--- src/verilog/ne_clock_map.svh ---
/*
  Constants for the element time-of-day clock and the failure persistency
  filter: timing counts, reset date and field limits.
  Assumes a 100 MHz system clock; included by bare name.
*/
`ifndef NE_CLOCK_MAP_SVH
`define NE_CLOCK_MAP_SVH

// Clock and tick timing
`define SYS_CLK_PERIOD_NS 10
`define SUBTICK_MS        100
`define SUBTICK_CYCLES    ((`SUBTICK_MS * 1000000) / `SYS_CLK_PERIOD_NS)
`define TICKS_PER_SEC     (1000 / `SUBTICK_MS)

// Persistency times
`define DECLARE_MS        2500
`define CLEAR_MS          10000
`define DECLARE_TICKS     (`DECLARE_MS / `SUBTICK_MS)
`define CLEAR_TICKS       (`CLEAR_MS / `SUBTICK_MS)

// Reset date and time: 2000-01-01 00:00:00
`define RST_YEAR          12'h7d0
`define RST_MONTH         4'h1
`define RST_DAY           5'h01
`define RST_HOUR          5'h00
`define RST_MINUTE        6'h00
`define RST_SECOND        6'h00

// Field limits
`define SEC_LAST          6'h3b
`define MIN_LAST          6'h3b
`define HOUR_LAST         5'h17
`define MONTH_LAST        4'hc

`endif

--- src/verilog/ne_clock_pkg.sv ---
/*
  Types shared by the element clock and the failure filter.
  Assumes nothing beyond a SystemVerilog compiler.
*/
package ne_clock_pkg;

  // Date and time of day, one-second resolution
  typedef struct packed {
    logic [11:0] year;
    logic [3:0]  month;
    logic [4:0]  day;
    logic [4:0]  hour;
    logic [5:0]  minute;
    logic [5:0]  second;
  } date_time_s;

  typedef enum logic {
    FS_CLEARED = 1'b0,
    FS_FAILED  = 1'b1
  } filter_state_e;

  typedef logic [1:0] severity_t;

  localparam int STAMP_W = $bits(date_time_s);

endpackage

--- src/verilog/tick_if.sv ---
/*
  Carrier from the element clock to each filter channel: sub-second tick
  and the current date-time.
  Assumes one sys_clk domain for both ends.
*/
`timescale 1ns/1ns
interface tick_if;
  import ne_clock_pkg::*;
  logic       tick;
  date_time_s now;
  modport src (output tick, output now);
  modport dst (input tick, input now);
endinterface

--- src/verilog/failure_persistency_filter.sv ---
/*
  One channel of the failure persistency filter: integrates a fault cause
  into a declared or cleared failure and stamps each change.
  Assumes the cause comes from logic on sys_clk and the tick from tick_if.
*/
`timescale 1ns/1ns
`include "ne_clock_map.svh"
module failure_persistency_filter
  import ne_clock_pkg::*;
(
  input  wire logic       sys_clk,
  input  wire logic       nrst,
  tick_if.dst             tb,
  input  wire logic       fault_cause,
  input  wire severity_t  severity_cfg,
  output logic            failure,
  output logic            failure_change,
  output severity_t       alarm_severity,
  output date_time_s      change_stamp
);
  localparam int DECL_T = `DECLARE_TICKS;
  localparam int CLR_T  = `CLEAR_TICKS;

  filter_state_e state_r;
  logic          cause_r;
  logic [7:0]    cnt_r;
  date_time_s    start_r;
  logic          change_r;
  severity_t     sev_r;
  date_time_s    stamp_r;

  // Pending means the cause disagrees with the declared state
  wire        toggle  = fault_cause != cause_r;
  wire        pending = (state_r == FS_CLEARED) ? cause_r : !cause_r;
  wire [7:0]  target  = (state_r == FS_CLEARED) ? 8'(DECL_T) : 8'(CLR_T);
  wire        fire    = pending && !toggle && tb.tick &&
                        (cnt_r == target - 8'h01);

  // Integration restarts on every toggle so a flicker never accumulates
  always_ff @(posedge sys_clk or negedge nrst) begin
    if (!nrst) begin
      cause_r <= 1'b0;
      cnt_r   <= 8'h00;
      start_r <= '0;
    end else begin
      cause_r <= fault_cause;
      if (toggle) begin
        cnt_r   <= 8'h00;
        start_r <= tb.now;
      end else if (fire) begin
        cnt_r <= 8'h00;
      end else if (tb.tick && pending) begin
        cnt_r <= cnt_r + 8'h01;
      end
    end
  end

  // Change of state and stamp are taken on every fire, severity only on a declare fire
  always_ff @(posedge sys_clk or negedge nrst) begin
    if (!nrst) begin
      state_r  <= FS_CLEARED;
      change_r <= 1'b0;
      sev_r    <= 2'h0;
      stamp_r  <= '0;
    end else begin
      change_r <= fire;
      if (fire) begin
        case (state_r)
          FS_CLEARED: state_r <= FS_FAILED;
          FS_FAILED:  state_r <= FS_CLEARED;
          default:    state_r <= FS_CLEARED;
        endcase
        stamp_r <= start_r;
        if (state_r == FS_CLEARED) begin
          sev_r <= severity_cfg;
        end
      end
    end
  end

  assign failure        = state_r == FS_FAILED;
  assign failure_change = change_r;
  assign alarm_severity = sev_r;
  assign change_stamp   = stamp_r;

  declare_count_a: assert property (@(posedge sys_clk) disable iff (!nrst)
    $rose(failure) |-> $past(cnt_r) == 8'(DECL_T - 1) && $past(cause_r))
    else $error("failure declared at wrong count");

  clear_count_a: assert property (@(posedge sys_clk) disable iff (!nrst)
    $fell(failure) |-> $past(cnt_r) == 8'(CLR_T - 1) && !$past(cause_r))
    else $error("failure cleared at wrong count");

  change_stamped_a: assert property (@(posedge sys_clk) disable iff (!nrst)
    failure_change |-> change_stamp == $past(start_r)
                       && failure != $past(failure, 2))
    else $error("change stamp not integration start");

  severity_latch_a: assert property (@(posedge sys_clk) disable iff (!nrst)
    $rose(failure) |-> alarm_severity == $past(severity_cfg))
    else $error("severity not taken on declare");

endmodule // failure_persistency_filter

--- src/verilog/element_time_of_day.sv ---
/*
  Equipment management block top: date and time-of-day clock with one
  second resolution, plus a bank of failure persistency filters that are
  stamped against it.
  Assumes fault causes, severity settings and set commands come from logic
  on sys_clk; the equipment timing pulse is a pin and is synchronised.
*/
`timescale 1ns/1ns
`include "ne_clock_map.svh"
module element_time_of_day
  import ne_clock_pkg::*;
#(
  parameter int          CHANNELS    = 4,
  parameter int unsigned TICK_CYCLES = `SUBTICK_CYCLES
)(
  input  wire logic                        sys_clk,
  input  wire logic                        nrst,
  input  wire logic                        set_valid,
  input  wire date_time_s                  set_value,
  input  wire logic                        lock_enable,
  input  wire logic                        equipment_timing_clock,
  input  wire logic [CHANNELS-1:0]         fault_cause,
  input  wire logic [2*CHANNELS-1:0]       severity_cfg,
  output date_time_s                       time_now,
  output logic                             second_pulse,
  output logic [CHANNELS-1:0]              failure,
  output logic [CHANNELS-1:0]              failure_change,
  output logic [2*CHANNELS-1:0]            alarm_severity,
  output logic [STAMP_W*CHANNELS-1:0]      change_stamp
);
  localparam int TW     = (TICK_CYCLES > 1) ? $clog2(TICK_CYCLES) : 1;
  localparam int TPS    = `TICKS_PER_SEC;
  localparam date_time_s RST_TIME = '{
    year: `RST_YEAR, month: `RST_MONTH, day: `RST_DAY,
    hour: `RST_HOUR, minute: `RST_MINUTE, second: `RST_SECOND};

  // The tick must be at least two cycles and the bank non-empty
  if (CHANNELS < 1 || TICK_CYCLES < 2) begin : bad_param
    $error("element_time_of_day: unsupported parameters");
  end

  // Days in a month, with Gregorian leap years so 2000 is leap
  function automatic logic [4:0] month_days(input logic [11:0] y,
                                            input logic [3:0]  m);
    logic leap;
    leap = (y % 12'd4 == 12'd0) &&
           ((y % 12'd100 != 12'd0) || (y % 12'd400 == 12'd0));
    case (m)
      4'h2:                   month_days = leap ? 5'h1d : 5'h1c;
      4'h4, 4'h6, 4'h9, 4'hb: month_days = 5'h1e;
      default:                month_days = 5'h1f;
    endcase
  endfunction

  // One second forward, carrying through every field
  function automatic date_time_s advance(input date_time_s t);
    date_time_s n;
    n = t;
    if (t.second != `SEC_LAST) begin
      n.second = t.second + 6'h01;
    end else begin
      n.second = 6'h00;
      if (t.minute != `MIN_LAST) begin
        n.minute = t.minute + 6'h01;
      end else begin
        n.minute = 6'h00;
        if (t.hour != `HOUR_LAST) begin
          n.hour = t.hour + 5'h01;
        end else begin
          n.hour = 5'h00;
          if (t.day < month_days(t.year, t.month)) begin
            n.day = t.day + 5'h01;
          end else begin
            n.day = 5'h01;
            if (t.month < `MONTH_LAST) begin
              n.month = t.month + 4'h1;
            end else begin
              n.month = 4'h1;
              n.year  = t.year + 12'h001;
            end
          end
        end
      end
    end
    advance = n;
  endfunction

  logic [TW-1:0] cyc_r;
  logic [7:0]    sub_r;
  logic          pps_s1_r;
  logic          pps_s2_r;
  logic          pps_s3_r;
  date_time_s    now_r;
  logic          sec_r;

  // Sub-second tick and the local second that it builds
  wire tick      = cyc_r == TW'(TICK_CYCLES - 1);
  wire local_sec = tick && (sub_r == 8'(TPS - 1));
  wire pps_edge  = pps_s2_r && !pps_s3_r;
  // A set command wins over a second edge in the same cycle
  wire sec_step  = !set_valid &&
                   (lock_enable ? pps_edge : local_sec);

  // Prescaler restarts on a set so the first second is a full one
  always_ff @(posedge sys_clk or negedge nrst) begin
    if (!nrst) begin
      cyc_r <= '0;
      sub_r <= 8'h00;
    end else if (set_valid || tick) begin
      cyc_r <= '0;
      if (set_valid || local_sec) begin
        sub_r <= 8'h00;
      end else begin
        sub_r <= sub_r + 8'h01;
      end
    end else begin
      cyc_r <= cyc_r + TW'(1);
    end
  end

  // Equipment timing pulse is a pin: two flops, then a third for the edge
  always_ff @(posedge sys_clk or negedge nrst) begin
    if (!nrst) begin
      pps_s1_r <= 1'b0;
      pps_s2_r <= 1'b0;
      pps_s3_r <= 1'b0;
    end else begin
      pps_s1_r <= equipment_timing_clock;
      pps_s2_r <= pps_s1_r;
      pps_s3_r <= pps_s2_r;
    end
  end

  // Date and time registers; no range check on a set, software owns it
  always_ff @(posedge sys_clk or negedge nrst) begin
    if (!nrst) begin
      now_r <= RST_TIME;
      sec_r <= 1'b0;
    end else begin
      sec_r <= sec_step;
      if (set_valid) begin
        now_r <= set_value;
      end else if (sec_step) begin
        now_r <= advance(now_r);
      end
    end
  end

  assign time_now     = now_r;
  assign second_pulse = sec_r;

  // Filters share the tick and stamp against the live clock
  tick_if tb ();
  assign tb.tick = tick;
  assign tb.now  = now_r;

  for (genvar i = 0; i < CHANNELS; i++) begin : chan
    date_time_s stamp_w;
    severity_t  sev_w;
    failure_persistency_filter u_filt (
      .sys_clk        (sys_clk),
      .nrst           (nrst),
      .tb             (tb),
      .fault_cause    (fault_cause[i]),
      .severity_cfg   (severity_cfg[2*i +: 2]),
      .failure        (failure[i]),
      .failure_change (failure_change[i]),
      .alarm_severity (sev_w),
      .change_stamp   (stamp_w)
    );
    assign alarm_severity[2*i +: 2]          = sev_w;
    assign change_stamp[STAMP_W*i +: STAMP_W] = stamp_w;
  end

  set_load_a: assert property (@(posedge sys_clk) disable iff (!nrst)
    set_valid |=> time_now == $past(set_value))
    else $error("set command not loaded");

  sec_step_a: assert property (@(posedge sys_clk) disable iff (!nrst)
    sec_step && now_r.second != `SEC_LAST
      |=> time_now.second == $past(now_r.second) + 6'h01 && second_pulse)
    else $error("second did not advance");

  sec_hold_a: assert property (@(posedge sys_clk) disable iff (!nrst)
    !sec_step && !set_valid |=> $stable(time_now))
    else $error("clock moved without a second");

  minute_wrap_a: assert property (@(posedge sys_clk) disable iff (!nrst)
    sec_step && now_r.second == `SEC_LAST && now_r.minute != `MIN_LAST
      |=> time_now.second == 6'h00
          && time_now.minute == $past(now_r.minute) + 6'h01)
    else $error("minute carry wrong");

  field_range_a: assert property (@(posedge sys_clk) disable iff (!nrst)
    $past(set_valid) == 1'b0 && !set_valid
      |-> time_now.second <= `SEC_LAST || $past(time_now.second) > `SEC_LAST)
    else $error("second field out of range");

  // Reference second for the free-run checks, kept apart from the prescaler
  // so that a broken tick or sub count cannot hide behind itself
  localparam int unsigned SEC_CYCLES = TPS * TICK_CYCLES;
  localparam int          PW         = $clog2(SEC_CYCLES);
  logic [PW-1:0] phase_r;
  logic          free_r;

  // Phase restarts on a set; reset, or a set made while free-running, arms it
  always_ff @(posedge sys_clk or negedge nrst) begin
    if (!nrst) begin
      phase_r <= '0;
      free_r  <= 1'b1;
    end else begin
      if (set_valid || phase_r == PW'(SEC_CYCLES - 1)) begin
        phase_r <= '0;
      end else begin
        phase_r <= phase_r + PW'(1);
      end
      if (lock_enable) begin
        free_r <= 1'b0;
      end else if (set_valid) begin
        free_r <= 1'b1;
      end
    end
  end

  local_rate_a: assert property (@(posedge sys_clk) disable iff (!nrst)
    free_r && !lock_enable && sec_step |-> phase_r == PW'(SEC_CYCLES - 1))
    else $error("free-run second off its period");

  free_period_a: assert property (@(posedge sys_clk) disable iff (!nrst)
    free_r && !lock_enable && !set_valid && phase_r == PW'(SEC_CYCLES - 1)
      |-> sec_step)
    else $error("free-run second missed");

endmodule // element_time_of_day

--- config.mk ---
export PLATFORM = sky130hd
export DESIGN_NAME = element_time_of_day
export DESIGN_NICKNAME = d
export VERILOG_FILES = /design/src/verilog/ne_clock_pkg.sv /design/src/verilog/tick_if.sv /design/src/verilog/failure_persistency_filter.sv /design/src/verilog/element_time_of_day.sv
export VERILOG_INCLUDE_DIRS = /design/src /design/src/verilog
export SDC_FILE = /design/constraint.sdc
export NUM_CORES = 1
export LEC_CHECK = 0
export BUFFER_PORTS_ARGS = -buffer_cell sky130_fd_sc_hd__buf_2
export CORE_MARGIN = 1
export CORE_UTILIZATION = 35
export DETAILED_ROUTE_END_ITERATION = 6
export GPL_TIMING_DRIVEN = 0
export SYNTH_ARGS = -nofsm -noshare
export SYNTH_HDL_FRONTEND = slang
export SYNTH_SLANG_ARGS = --single-unit
--- constraint.sdc ---
create_clock -name sys_clk -period 5.6 [get_ports sys_clk]
set_input_delay 1.12 -clock sys_clk [delete_from_list [all_inputs] [get_ports sys_clk]]
set_output_delay 1.12 -clock sys_clk [all_outputs]
set_load 0.1 [all_outputs]
==> summary.md <==
| Metric | Value |
|---|---|
| Element type at the critical path start | flip-flop |
| Pwr/cell area | 352 mW/mm^2 |
| Reg area | 0.0108 sq mm |
| Max VDD drop | 0.311 mV |
| Synth warn | 0 |
| Syn_area_per_cell | 10.9 sq um |
| Critical path's largest stage delay | 560 ps |
| Ports | 262 |
| Worst Path Arrival | 5360 ps |
| First-pass GRT wire length | 88800 microns |
| Post-cts resize count | 0 |
| Tcrit/Tclk final | 0.868 |
| Clock buffer count from CTS | 46 |
| Placer congestion estimate | 0.860 |
| Final instance area | 0.0235 sq mm |
| Row count | 86 |
| Post-DP Area | 0.0219 sq mm |
| Crit-path cells | buf_2 > buf_2 > clkbuf_1 > nand3_1 > a31oi_1 > nand3_2 > or2_2 > a21oi_1 > o21a_1 > o22ai_1 > or4b_1 > a22o_1 > or4_1 > a31oi_1 |
| Commonest non-fill, non-tap cell in the layout | dfrtp_1 |
| Average routed wire per standard cell | 20.1 microns |
| Most frequent cells in the layout | dfrtp_1, buf_2, nand2_1, mux2_2, o21ai_0 |
| Max-cap viol count | 0 |
| Longest Clk Path Bufs | 3 |
| Crit path max fanout | 10 |
| Initial Utilization | 0.354 |
| Critical-path top delay cell | or4b_1 |
| Root Driver | clkbuf_16 |
| Fill count | 5294 |
| Hold Fails Final Rpt | 0 |
| Critical Path RT | 6110 ps |
| Ratio of cells with drive above 1 in the final layout | 0.292 |
| NumNets Final | 2180 |
| Core ar. | 0.0550 sq mm |
| Synth Register Bits | 430 |
| Least-Margin Pin Slew | 1230 ps |
| Fmax | 206 MHz |
| Drt pass-1 iters | 5 |
| Final min period | 4860 ps |
| Buf+Inv Stages, Crit Path | 3 |
| I/O Buffers | 261 |
| Initial antenna violation count | 4 |
| Vias | 14900 |
| Slew Viols, Final | 0 |
| RSZ-0062 raised after global routing | no |
| Worst hold stages | 0 |
| Worst Skew | 34.9 ps |
| Area growth from synthesis to layout | 20.7% |
| Detailed placer's ending HPWL | 41700 microns |
| Final WL | 58100 microns |
| Leak pwr | 0.0111 uW |
| Vias per inst | 5.16 |
| Die H | 238 microns |
| Post-Syn Area | 0.0195 sq mm |
| Family with the most delay on the worst path | simple AND/OR/NAND/NOR gates |
| Post-CTS Hold Buffers | 0 |
| Synthesized Nets | 1866 |
| Post-synthesis sequential area ratio | 0.553 |
| Crit Path Class | flip-flop to flip-flop |
| Largest net degree at the start of global routing | 104 |
| Max_slew headroom | 0.162 |
| Critical path depth in cells | 14 |
| Predominant post-synthesis flop cell | dfrtp_1 |
| Synth async-reset ratio | 1.00 |
| Clk sink count | 430 |
| Post-route ant nets | 0 |
| Congestion Overflow GR | 0 |
| Worst-Skew Late Latency | 600 ps |
| CTS tree | built |
| Residual DRC | 0 |
| Met3 Resource Use GR | 0.0525 |
| GR met1 Demand/Resource | 0.277 |
| H-tree levels | 2 |
| DIE WIDTH | 238 microns |
| Distinct cells, synth | 88 |
| Die area | 0.0566 sq mm |
| Setup violations, final | 0 |
| Gate Count Post-Synth | 1793 |
| Clock-pin slew on the worst setup and hold paths | 60 ps |
| DRT iter0 DRCs | 925 |
| Most Crowded Layer GR | met2 |
| GR Util All Layers | 0.205 |
| Met2 usage | 0.331 |
| Setup TNS | 0 ps |
| Outcome | finished, final reports clean |
| Util after Layout | 0.428 |
| Footprint of the multi-input gates | 0.00809 sq mm |
| R2R cell count | 14 |
| Post-synth EDFFs | 0 |
| Vias in the first global route | 14800 |
| Worst Setup End Kind | flip-flop |
| Setup Buffers After CTS | 0 |
| Hold Path Class | flip-flop to flip-flop |
power by group:
part	internal, uW	switching, uW
logic	451	962
registers	3380	194
clock network	1970	1320
total	5790	2470
cells by family after synthesis:
| group | count (synthesis) | share of synthesized area |
|---|---|---|
| adders and majority gates | 20 | 0.0127 |
| AOI/OAI and AO/OA | 350 | 0.114 |
| and+or+nand+nor | 587 | 0.142 |
| DFF | 430 | 0.553 |
| xor gates and xnor gates | 45 | 0.0206 |
| buffers and inverters | 144 | 0.0324 |
| muxes | 217 | 0.125 |
flip-flops by register name (all words and copies together), names as in the netlist:
| register | flops |
|---|---|
| chan.u_filt.change_stamp | 152 |
| chan.u_filt.start_r | 152 |
| time_now | 38 |
| chan.u_filt.cnt_r | 32 |
| cyc_r | 24 |
| chan.u_filt.alarm_severity | 8 |
| sub_r | 8 |
| chan.u_filt.cause_r | 4 |
| chan.u_filt.failure | 4 |
| chan.u_filt.failure_change | 4 |
| pps_s1_r | 1 |
| pps_s2_r | 1 |
| pps_s3_r | 1 |
| second_pulse | 1 |
per-stage QoR:
stage / total power, uW / setup WS, ps / hold slack, ps / instances
2_1_floorplan: 4570 / 1010 / 331 / 1793
3_3_place_gp: 4990 / -5160 / 345 / 2802
3_5_place_dp: 5040 / 779 / 355 / 2807
4_1_cts: 8350 / 758 / 360 / 2892
5_1_grt: 8630 / 455 / 364 / 2892
6_report: 8270 / 742 / 355 / 2893
cells in the mapped netlist, types with 6 or more instances:
master | count | area [sq um]
o22ai_1 | 7 | 43.8
or2_2 | 7 | 43.8
nand2b_1 | 9 | 56.3
a21o_1 | 6 | 45.0
and3_1 | 19 | 119
or3_1 | 12 | 75.1
clkbuf_1 | 76 | 285
nor2_1 | 96 | 360
nor4_1 | 15 | 93.8
ha_1 | 18 | 225
mux2_2 | 213 | 2400
a21oi_1 | 43 | 215
nand2_1 | 261 | 980
a211oi_1 | 11 | 82.6
a31oi_1 | 17 | 106
dfstp_2 | 8 | 210
dfrtp_1 | 422 | 10600
xor2_1 | 26 | 228
nor2b_1 | 14 | 87.6
o31ai_1 | 20 | 150
o21ai_0 | 157 | 786
nand3b_1 | 7 | 52.6
buf_1 | 8 | 30.0
o211ai_1 | 10 | 75.1
nand3_1 | 59 | 295
inv_1 | 31 | 116
nor3_1 | 33 | 165
nand4_1 | 13 | 81.3
buf_2 | 12 | 60.1
xnor2_1 | 18 | 158
buf_4 | 14 | 105
o211a_1 | 6 | 60.1
o21a_1 | 7 | 52.6
or4_1 | 7 | 52.6
per-layer routing:
layer | share of wire | routed length, microns
met5 | 0.00028 | 16
met4 | 0.018 | 1020
met3 | 0.067 | 3870
met2 | 0.47 | 27600
met1 | 0.44 | 25700
worst paths after layout:
kind,from,endpoint,slack [ps]
max,time_now[34]$_DFFE_PN1P_,time_now[33]$_DFFE_PN1P_,740
max reg2reg,time_now[34]$_DFFE_PN1P_,time_now[33]$_DFFE_PN1P_,740
min in group asynchronous,nrst,chan[0].u_filt.start_r[3]$_DFFE_PN0N_,500
min,pps_s1_r$_DFF_PN0_,pps_s2_r$_DFF_PN0_,350
max in group asynchronous,nrst,time_now[35]$_DFFE_PN1P_,3730
min reg2reg,pps_s1_r$_DFF_PN0_,pps_s2_r$_DFF_PN0_,350
final cells by class:
class | count | area share
tap | 748 | 0.0398
clock inverter | 17 | 0.0122
inverter | 31 | 0.00495
antenna | 1 | 0.000106
buffer | 113 | 0.0219
sequential | 430 | 0.458
clock buffer | 68 | 0.0576
timing repair buffer | 266 | 0.0612
multi-input combinational | 1219 | 0.344
Power figures use the tool's default switching activity.
